==> src/ibm_map.vh <==
// What this block does
// - at reset the access enable takes the inverted strap pin level
// - with checking on, frames whose destination differs from switch address are discarded
// - writing one to the reset bit restarts the state machine; bit clears itself
// - responses go to the queue chosen by a two-bit field, default queue one
// - three-bit field selects management port; codes three to seven select none
// - sixteen-bit tag field identifies management frames, default 40FE
// - good-frame flag sets when a valid management frame arrives
// - transmit-done flag sets once the response frame has been sent
// - execution-done flag sets after all commands of a frame have executed
// - done and error flags hold until the next frame with a matching tag
// - address-mismatch flag sets when destination differs from switch address
// - address-mismatch flag can only set while checking is enabled
// - format error flags when format field is not 9800
// - access code error flags when code is neither 0001 nor 0002
// - command error flags on an unrecognised command code
// - frames over 320 bytes raise the oversize flag
// - the 320 byte limit includes eight zero bytes and the check sequence
// - an oversized management frame gets no response frame
// - on command error a seven-bit field reports where the bad code sat
`ifndef IBM_MAP_VH
`define IBM_MAP_VH
`define IBM_ADDR_CTRL       16'h0104
`define IBM_ADDR_STAT       16'h0110
`define IBM_CTRL_EN_BIT     31
`define IBM_CTRL_CHK_BIT    30
`define IBM_CTRL_RST_BIT    29
`define IBM_CTRL_QUE_HI     23
`define IBM_CTRL_QUE_LO     22
`define IBM_CTRL_PORT_HI    18
`define IBM_CTRL_PORT_LO    16
`define IBM_QUE_RST         2'h1
`define IBM_PORT_RST        3'h0
`define IBM_PORT_NUM        3'h3
`define IBM_TAG_RST         16'h40FE
`define IBM_FORMAT          16'h9800
`define IBM_CODE_A          16'h0001
`define IBM_CODE_B          16'h0002
`define IBM_MAX_LEN         10'd320
`define IBM_CMD_END         8'h00
`define IBM_CMD_WRITE       8'h01
`define IBM_CMD_READ        8'h02
`define IBM_IDX_TAG_HI      10'd12
`define IBM_IDX_TAG_LO      10'd13
`define IBM_IDX_FMT_HI      10'd14
`define IBM_IDX_FMT_LO      10'd15
`define IBM_IDX_CODE_HI     10'd16
`define IBM_IDX_CODE_LO     10'd17
`define IBM_IDX_DA_LAST     10'd5
`define IBM_ST_GOOD_BIT     31
`define IBM_ST_TXD_BIT      30
`define IBM_ST_EXD_BIT      29
`define IBM_ST_MM_BIT       14
`define IBM_ST_FMT_BIT      13
`define IBM_ST_ACC_BIT      12
`define IBM_ST_CMD_BIT      11
`define IBM_ST_OVR_BIT      10
`endif

==> src/ibm_ctrl.v <==
`timescale 1ns/100ps
`include "ibm_map.vh"
module ibm_ctrl
(
	input  wire        clk_in,
	input  wire        nrst_in,
	input  wire        mgmt_enable_strap_pin_in,
	input  wire [15:0] addr_in,
	input  wire [31:0] wdata_in,
	input  wire        wr_in,
	input  wire        rd_in,
	output reg  [31:0] rdata_out,
	input  wire [47:0] mac_addr_in,
	input  wire        rx_valid_in,
	input  wire        rx_sof_in,
	input  wire        rx_eof_in,
	input  wire [7:0]  rx_byte_in,
	input  wire [2:0]  rx_port_in,
	input  wire        tx_done_in,
	output reg         cmd_valid_out,
	output reg         cmd_write_out,
	output reg  [23:0] cmd_addr_out,
	output reg  [31:0] cmd_wdata_out,
	output reg         tx_req_out,
	output reg  [1:0]  tx_queue_out,
	output reg  [2:0]  tx_port_out
);

	localparam [2:0] ST_IDLE = 3'h0;
	localparam [2:0] ST_HDR  = 3'h1;
	localparam [2:0] ST_CMD  = 3'h2;
	localparam [2:0] ST_TAIL = 3'h3;
	localparam [2:0] ST_SKIP = 3'h4;

	reg  [1:0]  rst_sync_r;
	wire        rst_n;
	reg         strap_done_r;
	reg         en_r;
	reg         chk_r;
	reg         soft_rst_r;
	reg  [1:0]  que_r;
	reg  [2:0]  port_r;
	reg  [15:0] tag_r;
	reg         good_r;
	reg         txd_r;
	reg         exd_r;
	reg         mm_r;
	reg         fmt_r;
	reg         acc_r;
	reg         cerr_r;
	reg         ovr_r;
	reg  [6:0]  loc_r;
	reg  [2:0]  state_r;
	reg  [9:0]  cnt_r;
	reg         da_ok_r;
	reg  [15:0] hw_r;
	reg         mgmt_r;
	reg         resp_ok_r;
	reg         err_r;
	reg         big_r;
	reg         pend_r;
	reg  [2:0]  sub_r;
	reg  [6:0]  cidx_r;
	reg  [7:0]  code_r;
	reg  [23:0] caddr_r;
	reg  [31:0] cdata_r;
	wire [9:0]  idx;
	wire [15:0] hw_now;
	wire [5:0]  da_hit;
	wire        da_phase;
	wire        byte_ok;
	wire [31:0] ctrl_word;
	wire [31:0] stat_word;
	genvar      g;
	wire        tag_hit;
	wire        frm_big;
	wire        code_known;

	assign rst_n = rst_sync_r[1];
	assign idx = rx_sof_in ? 10'd0 : cnt_r;
	assign hw_now = {hw_r[7:0], rx_byte_in};
	assign da_phase = (idx <= `IBM_IDX_DA_LAST);
	assign byte_ok = da_phase & da_hit[idx[2:0]];
	assign tag_hit = (hw_now == tag_r);
	// limit covers the zero pad and check sequence carried in the stream
	// a new frame start drops the size flag of the previous frame
	assign frm_big = (big_r & ~rx_sof_in) | (idx >= `IBM_MAX_LEN);
	assign code_known = (code_r == `IBM_CMD_WRITE) | (code_r == `IBM_CMD_READ);
	assign ctrl_word = {en_r, chk_r, 6'h00, que_r, 3'h0, port_r, tag_r};
	assign stat_word = {good_r, txd_r, exd_r, 14'h0000, mm_r, fmt_r, acc_r, cerr_r,
		ovr_r, 3'h0, loc_r};

	// one compare per switch address byte, first byte on the wire from the top
	generate
		for (g = 0; g < 6; g = g + 1)
		begin : g_da
			assign da_hit[g] = (rx_byte_in == mac_addr_in[47 - 8 * g -: 8]);
		end
	endgenerate

	always @(posedge clk_in or negedge nrst_in)
	begin
		if (!nrst_in)
			rst_sync_r <= 2'h0;
		else
			rst_sync_r <= {rst_sync_r[0], 1'b1};
	end

	// control register
	always @(posedge clk_in or negedge rst_n)
	begin
		if (!rst_n)
		begin
			strap_done_r <= 1'b0;
			en_r <= 1'b0;
			chk_r <= 1'b0;
			soft_rst_r <= 1'b0;
			que_r <= `IBM_QUE_RST;
			port_r <= `IBM_PORT_RST;
			tag_r <= `IBM_TAG_RST;
		end
		else
		begin
			soft_rst_r <= 1'b0;
			if (!strap_done_r)
			begin
				strap_done_r <= 1'b1;
				en_r <= ~mgmt_enable_strap_pin_in;
			end
			else if (wr_in && addr_in == `IBM_ADDR_CTRL)
			begin
				en_r <= wdata_in[`IBM_CTRL_EN_BIT];
				chk_r <= wdata_in[`IBM_CTRL_CHK_BIT];
				soft_rst_r <= wdata_in[`IBM_CTRL_RST_BIT];
				que_r <= wdata_in[`IBM_CTRL_QUE_HI:`IBM_CTRL_QUE_LO];
				port_r <= wdata_in[`IBM_CTRL_PORT_HI:`IBM_CTRL_PORT_LO];
				tag_r <= wdata_in[15:0];
			end
		end
	end

	// read port
	always @(posedge clk_in or negedge rst_n)
	begin
		if (!rst_n)
			rdata_out <= 32'h00000000;
		else if (rd_in && addr_in == `IBM_ADDR_CTRL)
			rdata_out <= ctrl_word;
		else if (rd_in && addr_in == `IBM_ADDR_STAT)
			rdata_out <= stat_word;
		else
			rdata_out <= 32'h00000000;
	end

	// frame processing
	always @(posedge clk_in or negedge rst_n)
	begin
		if (!rst_n)
		begin
			good_r <= 1'b0;
			txd_r <= 1'b0;
			exd_r <= 1'b0;
			mm_r <= 1'b0;
			fmt_r <= 1'b0;
			acc_r <= 1'b0;
			cerr_r <= 1'b0;
			ovr_r <= 1'b0;
			loc_r <= 7'h00;
			state_r <= ST_IDLE;
			cnt_r <= 10'd0;
			da_ok_r <= 1'b0;
			hw_r <= 16'h0000;
			mgmt_r <= 1'b0;
			resp_ok_r <= 1'b0;
			err_r <= 1'b0;
			big_r <= 1'b0;
			pend_r <= 1'b0;
			sub_r <= 3'h0;
			cidx_r <= 7'h00;
			code_r <= 8'h00;
			caddr_r <= 24'h000000;
			cdata_r <= 32'h00000000;
			cmd_valid_out <= 1'b0;
			cmd_write_out <= 1'b0;
			cmd_addr_out <= 24'h000000;
			cmd_wdata_out <= 32'h00000000;
			tx_req_out <= 1'b0;
			tx_queue_out <= `IBM_QUE_RST;
			tx_port_out <= `IBM_PORT_RST;
		end
		else if (soft_rst_r)
		begin
			good_r <= 1'b0;
			txd_r <= 1'b0;
			exd_r <= 1'b0;
			mm_r <= 1'b0;
			fmt_r <= 1'b0;
			acc_r <= 1'b0;
			cerr_r <= 1'b0;
			ovr_r <= 1'b0;
			loc_r <= 7'h00;
			state_r <= ST_IDLE;
			mgmt_r <= 1'b0;
			pend_r <= 1'b0;
			// partial frame state is dropped as well
			da_ok_r <= 1'b0;
			hw_r <= 16'h0000;
			cnt_r <= 10'd0;
			resp_ok_r <= 1'b0;
			err_r <= 1'b0;
			big_r <= 1'b0;
			sub_r <= 3'h0;
			cidx_r <= 7'h00;
			code_r <= 8'h00;
			caddr_r <= 24'h000000;
			cdata_r <= 32'h00000000;
			cmd_valid_out <= 1'b0;
			tx_req_out <= 1'b0;
		end
		else
		begin
			cmd_valid_out <= 1'b0;
			tx_req_out <= 1'b0;
			if (tx_done_in && pend_r)
			begin
				txd_r <= 1'b1;
				pend_r <= 1'b0;
			end
			if (rx_valid_in)
			begin
				hw_r <= hw_now;
				cnt_r <= (idx == 10'h3FF) ? idx : idx + 10'd1;
				big_r <= frm_big;
				if (rx_sof_in)
				begin
					da_ok_r <= byte_ok;
					mgmt_r <= 1'b0;
					resp_ok_r <= 1'b0;
					err_r <= 1'b0;
					// reserved port codes never match an ingress port
					if (en_r && port_r < `IBM_PORT_NUM && rx_port_in == port_r)
						state_r <= ST_HDR;
					else
						state_r <= ST_SKIP;
				end
				else
				begin
					case (state_r)
					// header: address, tag, format and access code
					ST_HDR:
					begin
						if (da_phase)
							da_ok_r <= da_ok_r & byte_ok;
						if (idx == `IBM_IDX_TAG_LO)
						begin
							if (!tag_hit)
								state_r <= ST_SKIP;
							else
							begin
								mgmt_r <= 1'b1;
								txd_r <= tx_done_in & pend_r;
								exd_r <= 1'b0;
								fmt_r <= 1'b0;
								acc_r <= 1'b0;
								cerr_r <= 1'b0;
								ovr_r <= 1'b0;
								loc_r <= 7'h00;
								mm_r <= chk_r & ~da_ok_r;
								if (chk_r && !da_ok_r)
								begin
									mgmt_r <= 1'b0;
									state_r <= ST_SKIP;
								end
							end
						end
						if (idx == `IBM_IDX_FMT_LO && hw_now != `IBM_FORMAT)
						begin
							fmt_r <= 1'b1;
							err_r <= 1'b1;
						end
						if (idx == `IBM_IDX_CODE_LO)
						begin
							resp_ok_r <= 1'b1;
							sub_r <= 3'h0;
							cidx_r <= 7'h00;
							if (hw_now != `IBM_CODE_A && hw_now != `IBM_CODE_B)
							begin
								acc_r <= 1'b1;
								err_r <= 1'b1;
								state_r <= ST_TAIL;
							end
							else if (err_r)
								state_r <= ST_TAIL;
							else
								state_r <= ST_CMD;
						end
					end
					// command: code, three address bytes, four data bytes
					ST_CMD:
					begin
						sub_r <= sub_r + 3'h1;
						if (sub_r == 3'h0)
						begin
							code_r <= rx_byte_in;
							if (rx_byte_in == `IBM_CMD_END)
							begin
								exd_r <= 1'b1;
								state_r <= ST_TAIL;
							end
							else if (rx_byte_in != `IBM_CMD_WRITE &&
								rx_byte_in != `IBM_CMD_READ)
							begin
								cerr_r <= 1'b1;
								loc_r <= cidx_r;
								err_r <= 1'b1;
								state_r <= ST_TAIL;
							end
						end
						else if (sub_r <= 3'h3)
							caddr_r <= {caddr_r[15:0], rx_byte_in};
						else if (sub_r <= 3'h6)
							cdata_r <= {cdata_r[23:0], rx_byte_in};
						else
						begin
							cidx_r <= cidx_r + 7'h01;
							if (code_known && !frm_big)
							begin
								cmd_valid_out <= 1'b1;
								cmd_write_out <= (code_r == `IBM_CMD_WRITE);
								cmd_addr_out <= caddr_r;
								cmd_wdata_out <= {cdata_r[23:0], rx_byte_in};
							end
						end
					end
					// rest of a skipped or finished frame is ignored
					ST_SKIP, ST_TAIL:
					begin
						state_r <= state_r;
					end
					default:
					begin
						state_r <= state_r;
					end
					endcase
				end
				// frame end: flags and response request
				if (rx_eof_in)
				begin
					state_r <= ST_IDLE;
					if (mgmt_r && state_r != ST_HDR)
					begin
						if (state_r == ST_CMD && !err_r)
							exd_r <= 1'b1;
						// oversize frames never request a response
						if (frm_big)
							ovr_r <= 1'b1;
						else
						begin
							if (!err_r)
								good_r <= 1'b1;
							if (resp_ok_r)
							begin
								tx_req_out <= 1'b1;
								tx_queue_out <= que_r;
								tx_port_out <= port_r;
								pend_r <= 1'b1;
							end
						end
					end
				end
			end
		end
	end

endmodule // ibm_ctrl

==> config.mk <==
export PLATFORM = sky130hd
export DESIGN_NAME = ibm_ctrl
export DESIGN_NICKNAME = d
export VERILOG_FILES = /design/src/ibm_ctrl.v
export VERILOG_INCLUDE_DIRS = /design/src
export SDC_FILE = /design/constraint.sdc
export NUM_CORES = 1
export LEC_CHECK = 0
export BUFFER_PORTS_ARGS = -buffer_cell sky130_fd_sc_hd__buf_4
export CORE_MARGIN = 5
export CORE_UTILIZATION = 40
export DETAILED_ROUTE_END_ITERATION = 10
export GPL_TIMING_DRIVEN = 0
export HOLD_SLACK_MARGIN = 0.12
export PLACE_DENSITY = 0.69
export SETUP_SLACK_MARGIN = 0.05
export SLEW_MARGIN = 20
export SYNTH_ARGS = -nofsm -noshare
export SYNTH_HDL_FRONTEND = slang
export SYNTH_SLANG_ARGS = --single-unit
export TNS_END_PERCENT = 1
==> constraint.sdc <==
create_clock -name clk_in -period 6.3 [get_ports clk_in]
set_input_delay 0.63 -clock clk_in [delete_from_list [all_inputs] [get_ports clk_in]]
set_output_delay 0.63 -clock clk_in [all_outputs]
set_load 0.05 [all_outputs]
==> results.yml, run 1 <==
run_status:
  status: "complete, no violations"
critical_path:
  cp_max_fo: 10
  critPathLaunchType: "primary input"
  crit_path_start: "rx_sof_in"
  crit_path_end_kind: "flip-flop"
  r2r_start: "cnt_r[0]$_DFFE_PN0N_"
  setup.worst_path.class: "primary input to flip-flop"
  worstPathRequired_ns: 6.68
  crit_arrival_ns: 3.36
  worst-r2r-cell-count: 10
  endpoint: "cidx_r[4]$_DFFE_PN0P_"
  r2r_end: "cidx_r[4]$_DFFE_PN0P_"
  r2r_slack_ns: 3.39
timing:
  setup_tns_ns: 0
  hold_viol: 0
  post-route-period-util_pct: 47.3
  maxSlewViolCount: 0
  worst_pin_slew_ns: 1.12
  max_freq_mhz: 336
  grt_setup_unrepaired: "no"
  fin_crit_ns: 2.98
  finalSetupViolations: 0
  slew_headroom_pct: 25.5
  fin_skew_ns: 0.0185
  worst_slack_ns: 3.32
hold_path:
  hp-class: "primary input to flip-flop"
  hold_path_depth: 2
  min_from: "mgmt_enable_strap_pin_in"
final_layout:
  layout_common_cells: "nand2_1 (270), dfrtp_1 (212), buf_4 (201), nor2_1 (73), xor2_1 (50)"
  layout.nets: 1394
  fillCellCount: 2309
  antenna-diode-count: 0
  layout_commonest_cell: "nand2_1"
  drive_gt1_share_pct: 24.5
  synthToLayoutAreaGrowth_pct: 27.3
grt:
  busiest_layer: "met2"
  grt_pass1_vias: 8522
  overflow: 0
  grt_max_degree: 58
  use_met1_pct: 28.2
  grt.met3_usage_pct: 3.70
  antenna_found_initial: 0
  grt_pass1_wl_um: 47300
  grt.total_usage_pct: 20.4
  grt_use_met2_pct: 34.0
routing:
  first_pass_iters: 5
  antenna_left: 0
  via_per_inst: 5.20
  route.vias.total: 8414
  drtIter0Drc: 774
  wirelength_um: 29900
  drc: 0
  wl_per_cell_um: 18.5
logic_synthesis:
  ys_types: 70
  ys_ff_latch: 223
  synth_top_family_by_area: "simple AND/OR/NAND/NOR gates"
  synthCells: 1038
  ys_warn_count: 0
  synthMuxAreaShare_pct: 7.64
  synth-xor-area-share_pct: 5.77
  synth_compound_area_share_pct: 8.32
  syn-mean-instance-area_um2: 9.94
  async_flop_share_pct: 100
  synthAdderAreaFrac_pct: 0.849
  synthSimpleGateAreaFrac_pct: 19.5
  seq_area_frac_synth_pct: 54.2
  syn-cell-area_mm2: 0.0103
  synth_edf_count: 0
  synthFlopType: "dfrtp_1"
cts:
  cts_sinks: 223
  clockBufferDepth: 3
  cts_tree: "yes"
  clk_latency_ns: 0.53
  postCtsSetupRepairBufs: 0
  htreeDepth: 1
  root_buffer: "clkbuf_16"
  path_clk_slew_ns: 0.06
  cts_made_buffers: 25
power:
  total_leakage_power_nw: 6.82
  vdd_ir_drop_max_v: 0.000172
  pwr_density_cell_mw_per_mm2: 241
die:
  initial_core_util_pct: 40.8
  num_io_pins: 212
  dieArea_mm2: 0.0291
  core-area_mm2: 0.0253
  die_height_um: 171
  die_w_um: 171
  fp-row-count: 58
run:
  drv_cap: 0
place:
  place_ws_ns: 2.84
  io_buffers: 193
  dp_hpwl_um: 22000
  gp_congestion: 0.931
[where the power goes]
part | leakage (nW) | internal [mW] | total, mW | switching (mW)
logic | 3.41 | 0.106 | 0.247 | 0.140
clock network | 0.405 | 0.845 | 1.42 | 0.577
registers | 3.01 | 1.46 | 1.49 | 0.0335
[logic make-up (layout without fill, tap and decap cells)]
logic type	Yosys count	count (layout)
XOR/XNOR	68	68
adder cells (fa/ha/maj)	7	7
multiplexers	75	75
buffers and inverters	83	326
flip-flops	223	223
other	2	10
AO/OA/AOI/OAI	129	129
AND/OR/NAND/NOR	451	451
[worst min-delay path by stage]
stage / to / slack [ns]
final: en_r$_DFFE_PN0P_ / 0.28
after global routing: en_r$_DFFE_PN0P_ / 0.27
after CTS: en_r$_DFFE_PN0P_ / 0.27
after detailed placement: cidx_r[6]$_DFFE_PN0P_ / 0.32
after global placement: rst_sync_r[1]$_DFF_PN0_ / 0.34
after floorplan: rst_sync_r[0]$_DFF_PN0_ / 0.33
[area by class of cell]
class / count / area (um2) / share of cell area (%)
plain buffers: 66 / 307 / 2.33
repair buffers: 198 / 1550 / 11.8
flip-flops and latches: 223 / 5600 / 42.6
clock inverters: 6 / 36.3 / 0.276
multi-input cells: 740 / 4380 / 33.4
well taps: 330 / 413 / 3.14
inverters: 17 / 63.8 / 0.486
clock buffers: 39 / 778 / 5.93
[critical path: stages]
cell and delay, ns:
buf_4 0.11, clkbuf_8 0.16, clkbuf_1 0.45, nand2b_1 0.27, ha_1 0.22, or2b_1 0.29, nor4_4 0.48, o31ai_1 0.24
buf_2 0.24, o21ai_0 0.16, o21ai_0 0.10
[cell usage after synthesis (4+ instances only)]
library cell | n | area (um2)
mux2i_1 | 45 | 450
nand3b_1 | 7 | 52.6
clkbuf_1 | 28 | 105
and3_1 | 13 | 81.3
ha_1 | 7 | 87.6
nand2b_1 | 4 | 25.0
xnor2_1 | 18 | 158
nor3_1 | 14 | 70.1
buf_1 | 14 | 52.6
buf_2 | 15 | 75.1
dfrtp_1 | 213 | 5330
xor2_1 | 50 | 438
a21oi_1 | 43 | 215
mux2_2 | 29 | 327
or3_1 | 4 | 25.0
buf_4 | 8 | 60.1
o41ai_1 | 4 | 35.0
inv_1 | 17 | 63.8
nor4_1 | 17 | 106
nand3_1 | 10 | 50.1
nand2_1 | 270 | 1010
dfstp_2 | 10 | 263
nor2_1 | 73 | 274
a31oi_1 | 6 | 37.5
a22o_1 | 14 | 123
o21ai_0 | 30 | 150
nand4_1 | 11 | 68.8
[metal layers]
| layer | up-vias | routed length, um |
|---|---|---|
| met2 | 299 | 14300 |
| li1 | 3963 | - |
| met4 | 0 | 495 |
| met5 | - | 0 |
| met1 | 4115 | 12900 |
| met3 | 37 | 2190 |
[what timing repair did]
action,CTS,global route
hold endpoints to repair,2,0
hold buffers,1,0
resized for setup,0,0
[per-stage QoR]
stage / util, % / total power [mW] / instance area (um2) / cells / hold WS [ns]
finish: 52.0 / 3.16 / 13100 / 1619 / 0.280
global route: 52.0 / 3.29 / 13100 / 1619 / 0.270
CTS: 52.0 / 3.19 / 13100 / 1619 / 0.267
detailed placement: 48.7 / 1.76 / 12300 / 1573 / 0.317
global placement: 48.3 / 1.75 / 12200 / 1569 / 0.337
floorplan: - / 1.64 / 10300 / 1046 / 0.331
[sequential cells by signal, summed over array words and instances (netlist names), 2 cells and up]
register and count:
caddr_r 24, cdata_r 24, cidx_r 7, cmd_addr_out 24
cmd_wdata_out 32, cnt_r 10, code_r 8, hw_r 8
loc_r 7, port_r 3, que_r 2, rdata_out 24
rst_sync_r 2, state_r 3, sub_r 3, tag_r 16
tx_port_out 3, tx_queue_out 2
Power figures use the tool's default switching activity.
==> run 2: changes to the inputs <==
==> constraint.sdc (replaced) <==
create_clock -name clk_in -period 2.55 [get_ports clk_in]
set_input_delay 0.255 -clock clk_in [delete_from_list [all_inputs] [get_ports clk_in]]
set_output_delay 0.255 -clock clk_in [all_outputs]
set_load 0.05 [all_outputs]
==> results.yml, run 2 (synthesized netlist as in run 1, its figures left out) <==
run_status:
  status: "complete, no violations"
timing:
  setup_tns_ns: 0
  fin_skew_ns: 0.0116
  grt_setup_unrepaired: "yes"
  hold_viol: 0
  maxSlewViolCount: 0
  finalSetupViolations: 0
  post-route-period-util_pct: 97.8
  slew_headroom_pct: 23.1
  worst_pin_slew_ns: 1.15
  max_freq_mhz: 401
  fin_crit_ns: 2.49
critical_path:
  crit_path_end_kind: "flip-flop"
  worstPathRequired_ns: 2.98
  crit_arrival_ns: 2.92
  cp_top_family: "simple AND/OR/NAND/NOR gates"
  r2r_end: "state_r[0]$_DFFE_PN0P_"
  r2r_slack_ns: 0.06
  path_cells: "nand2b_1 -> buf_4 -> inv_2 -> ha_2 -> or2b_1 -> nor4_4 -> buf_4 -> nor4_4 -> o31ai_4 -> buf_4 -> mux2i_1"
  critPathLaunchType: "flip-flop"
  setup.worst_path.class: "flip-flop to flip-flop"
  critPathSlowestCell: "dfrtp_1"
  cp_max_fo: 7
  r2r_start: "cnt_r[0]$_DFFE_PN0N_"
  worst-r2r-cell-count: 11
  worst_path_most_repeated_cell: "buf_4"
  crit_buf_inv: 4
  slowest_delay_ns: 0.44
final_layout:
  layout.nets: 1433
  fillCellCount: 2278
  antenna-diode-count: 0
  layout_commonest_cell: "nand2_1"
  layout_common_cells: "nand2_1 (270), buf_4 (216), dfrtp_1 (211), nor2_1 (73), xor2_1 (50)"
  largest_reg_flops: 32
  largest-register: "cmd_wdata_out"
  stdcell_count: 1656
  synthToLayoutAreaGrowth_pct: 32.0
  drive_gt1_share_pct: 25.6
  design_area_mm2: 0.0136
place:
  dp_cells: 1574
  gp_congestion: 0.892
  dp_hpwl_um: 22300
  placed_cell_area_mm2: 0.0123
  io_buffers: 193
routing:
  wirelength_um: 30600
  via_per_inst: 5.20
  wl_per_cell_um: 18.5
  first_pass_iters: 5
  antenna_left: 0
  route.vias.total: 8606
  drc: 0
  drtIter0Drc: 655
cts:
  clk_latency_ns: 0.52
  clockBufferDepth: 3
  cts_tree: "yes"
  htreeDepth: 1
  root_buffer: "clkbuf_16"
  path_clk_slew_ns: 0.07
  cts_made_buffers: 24
  cts_sinks: 223
die:
  fp-row-count: 58
  initial_core_util_pct: 40.8
  dieArea_mm2: 0.0291
  die_height_um: 171
  die_w_um: 171
  core-area_mm2: 0.0253
  num_io_pins: 212
hold_path:
  hold_path_depth: 3
  hp-class: "primary input to flip-flop"
  hold_end: "rdata_out[31]$_DFF_PN0_"
  min_from: "addr_in[2]"
grt:
  antenna_found_initial: 0
  overflow: 0
  grt_pass1_wl_um: 48200
  grt_max_degree: 53
  grt.total_usage_pct: 20.8
  grt_pass1_vias: 8795
power:
  total_leakage_power_nw: 7.03
  vdd_ir_drop_max_v: 0.000437
  pwr_density_cell_mw_per_mm2: 594
run:
  drv_cap: 0
-- run 2: layer usage --
layer / vias to the layer above / global-route usage, % / share of wire, %
met5: - / 0 / 0
met4: 0 / 6.32 / 3.1
met3: 58 / 2.87 / 6.8
met2: 284 / 34.3 / 47
met1: 4239 / 28.7 / 43
li1: 4025 / - / -
-- run 2: stage by stage --
step	util [%]	hold slack [ns]	total power, mW	setup slack, ns
global placement	48.3	0.0375	4.33	-0.547
detailed placement	48.8	0.0386	4.36	-0.512
global route	53.9	0.206	8.38	-0.0229
floorplan	-	-0.0406	4.06	0.121
CTS	53.4	0.166	8.12	-0.0518
finish	53.9	0.174	8.09	0.0556
-- run 2: layout make-up --
cell class	instances	area [um2]	share of cell area [%]
plain buffers	65	324	2.38
clock buffers	33	696	5.11
clock inverters	9	155	1.14
inverters	17	63.8	0.469
multi-input cells	740	4420	32.5
flip-flops and latches	223	5600	41.1
well taps	330	413	3.03
repair buffers	239	1940	14.2
-- run 2: repair_timing --
item / CTS / global route
hold endpoints to repair: 30 / 0
gates cloned: 0 / 0
pin swaps: 2 / 5
endpoints found under the setup margin: 71 / 104
setup buffers: 3 / 8
hold buffers: 30 / 0
gates resized for setup: 2 / 28
-- run 2: worst max-delay path by stage --
stage                                  from                            end  slack [ns]  cells after the start
global placement    rst_sync_r[1]$_DFF_PN0_  cmd_wdata_out[13]$_DFFE_PN0P_       -0.55                      0
CTS                    sub_r[1]$_DFFE_PN0P_   cmd_addr_out[12]$_DFFE_PN0P_       -0.05                      9
global route                      rx_sof_in         state_r[0]$_DFFE_PN0P_       -0.02                     12
floorplan                         rx_sof_in         state_r[1]$_DFFE_PN0P_        0.12                      9
detailed placement                rx_sof_in         state_r[1]$_DFFE_PN0P_       -0.51                     10
finish                 cnt_r[0]$_DFFE_PN0N_         state_r[0]$_DFFE_PN0P_        0.06                     11
-- run 2: where the power goes --
part | switching [mW] | leakage (nW) | internal (mW) | total, mW
Clock | 1.42 | 0.414 | 2.31 | 3.73
Sequential | 0.0841 | 3.01 | 3.61 | 3.69
Combinational | 0.361 | 3.61 | 0.301 | 0.662
-- run 2: worst reg2reg max path, cell delays in order, from the launching register on --
cell      delay [ns]
dfrtp_1         0.44
nand2b_1        0.08
buf_4           0.17
inv_2           0.08
ha_2            0.19
or2b_1          0.27
nor4_4          0.24
buf_4           0.19
nor4_4          0.06
o31ai_4         0.30
buf_4           0.17
mux2i_1         0.21
==> run 3: changes to the inputs <==
--- a/config.mk
+++ b/config.mk
@@ -7,12 +7,16 @@
 export NUM_CORES = 1
 export LEC_CHECK = 0
 export BUFFER_PORTS_ARGS = -buffer_cell sky130_fd_sc_hd__buf_4
+export CELL_PAD_IN_SITES_DETAIL_PLACEMENT = 1
+export CELL_PAD_IN_SITES_GLOBAL_PLACEMENT = 1
 export CORE_MARGIN = 5
-export CORE_UTILIZATION = 40
+export CORE_UTILIZATION = 39
+export CTS_BUF_LIST = sky130_fd_sc_hd__clkbuf_8
 export DETAILED_ROUTE_END_ITERATION = 10
 export GPL_TIMING_DRIVEN = 0
 export HOLD_SLACK_MARGIN = 0.12
-export PLACE_DENSITY = 0.69
+export PLACE_DENSITY = 0.83
+export REMOVE_ABC_BUFFERS = 1
 export SETUP_SLACK_MARGIN = 0.05
 export SLEW_MARGIN = 20
 export SYNTH_ARGS = -nofsm -noshare
==> results.yml, run 3 (synthesized netlist as in run 1, its figures left out) <==
run_status:
  status: "complete, no violations"
cts:
  root_buffer: "clkbuf_8"
  clockBufferDepth: 3
  cts_made_buffers: 41
  path_clk_slew_ns: 0.06
  htreeDepth: 2
  cts_sinks: 223
  clk_latency_ns: 0.55
  cts_tree: "yes"
critical_path:
  cp.depth: 9
  crit_buf_inv: 3
  worst-r2r-cell-count: 7
  endpoint: "cerr_r$_DFFE_PN0P_"
  crit_path_end_kind: "flip-flop"
  worst_path_most_repeated_cell: "buf_4"
  r2r_end: "cerr_r$_DFFE_PN0P_"
  slowest_delay_ns: 0.55
  r2r_start: "tag_r[14]$_DFFE_PN1P_"
  crit_arrival_ns: 2.91
  critPathLaunchType: "primary input"
  cp_top_family: "buffers and inverters"
  r2r_slack_ns: 0.09
  worstPathRequired_ns: 2.98
  crit_path_start: "rx_byte_in[6]"
  setup.worst_path.class: "primary input to flip-flop"
  path_cells: "dlygate4sd3_1 -> buf_4 -> xor2_1 -> nor4_1 -> nand4_1 -> buf_4 -> nor3_2 -> o311ai_4 -> mux2_2"
  critPathSlowestCell: "dlygate4sd3_1"
  cp_max_fo: 13
final_layout:
  fillCellCount: 2916
  largest_reg_flops: 32
  layout_commonest_cell: "nand2_1"
  multi_input_area_mm2: 0.00448
  antenna-diode-count: 0
  layout.nets: 1408
  design_area_mm2: 0.0136
  layout_common_cells: "nand2_1 (270), dfrtp_1 (208), buf_4 (207), nor2_1 (71), clkbuf_8 (52)"
  final_core_util_pct: 52.2
  largest-register: "cmd_wdata_out"
  regArea_mm2: 0.00560
  drive_gt1_share_pct: 26.7
  stdcell_count: 1650
  synthToLayoutAreaGrowth_pct: 31.8
routing:
  antenna_left: 0
  drtIter0Drc: 539
  wirelength_um: 33200
  wl_per_cell_um: 20.1
  first_pass_iters: 5
  via_per_inst: 5.29
  drc: 0
  route.vias.total: 8731
grt:
  grt_pass1_wl_um: 52600
  use_met1_pct: 27.5
  antenna_found_initial: 0
  busiest_layer: "met2"
  grt.met3_usage_pct: 4.24
  overflow: 0
  grt_pass1_vias: 9480
  grt_use_met2_pct: 37.3
  grt.total_usage_pct: 21.6
  grt_max_degree: 63
die:
  dieArea_mm2: 0.0298
  num_io_pins: 212
  initial_core_util_pct: 39.6
  die_height_um: 173
  fp-row-count: 59
  die_w_um: 173
  core-area_mm2: 0.0261
timing:
  slew_headroom_pct: 27.6
  fin_skew_ns: 0.0186
  worst_pin_slew_ns: 1.09
  finalSetupViolations: 0
  fin_crit_ns: 2.48
  max_freq_mhz: 403
  grt_setup_unrepaired: "yes"
  maxSlewViolCount: 0
  whs_ns: 0.153
  post-route-period-util_pct: 97.4
  hold_viol: 0
place:
  dp_hpwl_um: 21700
  io_buffers: 195
  dp_cells: 1524
  placed_cell_area_mm2: 0.0122
  gp_congestion: 0.845
power:
  p_total_mw: 7.73
  vdd_ir_drop_max_v: 0.000374
  total_leakage_power_nw: 7.07
  pwr_density_cell_mw_per_mm2: 569
hold_path:
  hp-class: "primary input to flip-flop"
  min_from: "addr_in[4]"
run:
  drv_cap: 0
run 3: cell types whose count changed in the layout (fill, tap and decap cells not counted), sizes merged:
cell / change
or3: +1
inv: +19
buf: -25
dlygate4sd3: +10
clkinv: -2
bufinv: -4
clkinvlp: -1
clkbuf: -9
run 3: power by group:
| group | switching, mW | internal [mW] |
|---|---|---|
| sequential | 0.0897 | 3.61 |
| clock | 1.55 | 1.85 |
| combinational | 0.347 | 0.289 |
run 3: worst min path at each step:
stage	endpoint	slack (ns)	cells after the start
5_1_grt	rdata_out[17]$_DFF_PN0_	0.14	3
3_3_place_gp	rst_sync_r[1]$_DFF_PN0_	0.04	1
3_5_place_dp	rst_sync_r[0]$_DFF_PN0_	0.04	1
4_1_cts	rdata_out[8]$_DFF_PN0_	0.12	3
2_1_floorplan	rst_sync_r[0]$_DFF_PN0_	-0.04	0
6_report	rdata_out[16]$_DFF_PN0_	0.15	3
run 3: layer usage:
metal,vias up,part of all wire (%)
met1,4388,41
met4,0,3.0
met5,-,0
met3,70,5.5
li1,3986,-
met2,287,50
run 3: worst register-to-register path, cell delays in order (launching register included):
cell and delay [ns]:
dfstp_2 0.58, xor2_1 0.11, nor4_1 0.38, nand4_1 0.17
buf_4 0.20, nor3_2 0.33, o311ai_4 0.24, mux2_2 0.35
run 3: timing repair:
item | in CTS | in global routing
cloned | 1 | 0
pin swaps | 4 | 3
gates resized for setup | 16 | 11
hold endpoints to repair | 64 | 0
hold buffers | 40 | 0
buffers inserted | 6 | 6
endpoints found under the setup margin | 90 | 106
run 3: final cells by class:
| cell class | instances | area share, % |
|---|---|---|
| multi-input cells | 741 | 33.0 |
| clock buffers | 52 | 5.27 |
| clock inverters | 21 | 0.764 |
| repair buffers | 261 | 16.2 |
| well taps | 335 | 3.08 |
| flip-flops and latches | 223 | 41.2 |
| inverters | 17 | 0.469 |
run 3: stage by stage:
step | TNS [ns] | setup slack, ns
final | 0 | 0.0669
after global routing | -0.0874 | -0.0548
after CTS | 0 | 0.0568
after detailed placement | -55.23 | -0.808
after global placement | -1906.31 | -6.74
after floorplan | -1042.82 | -4.11
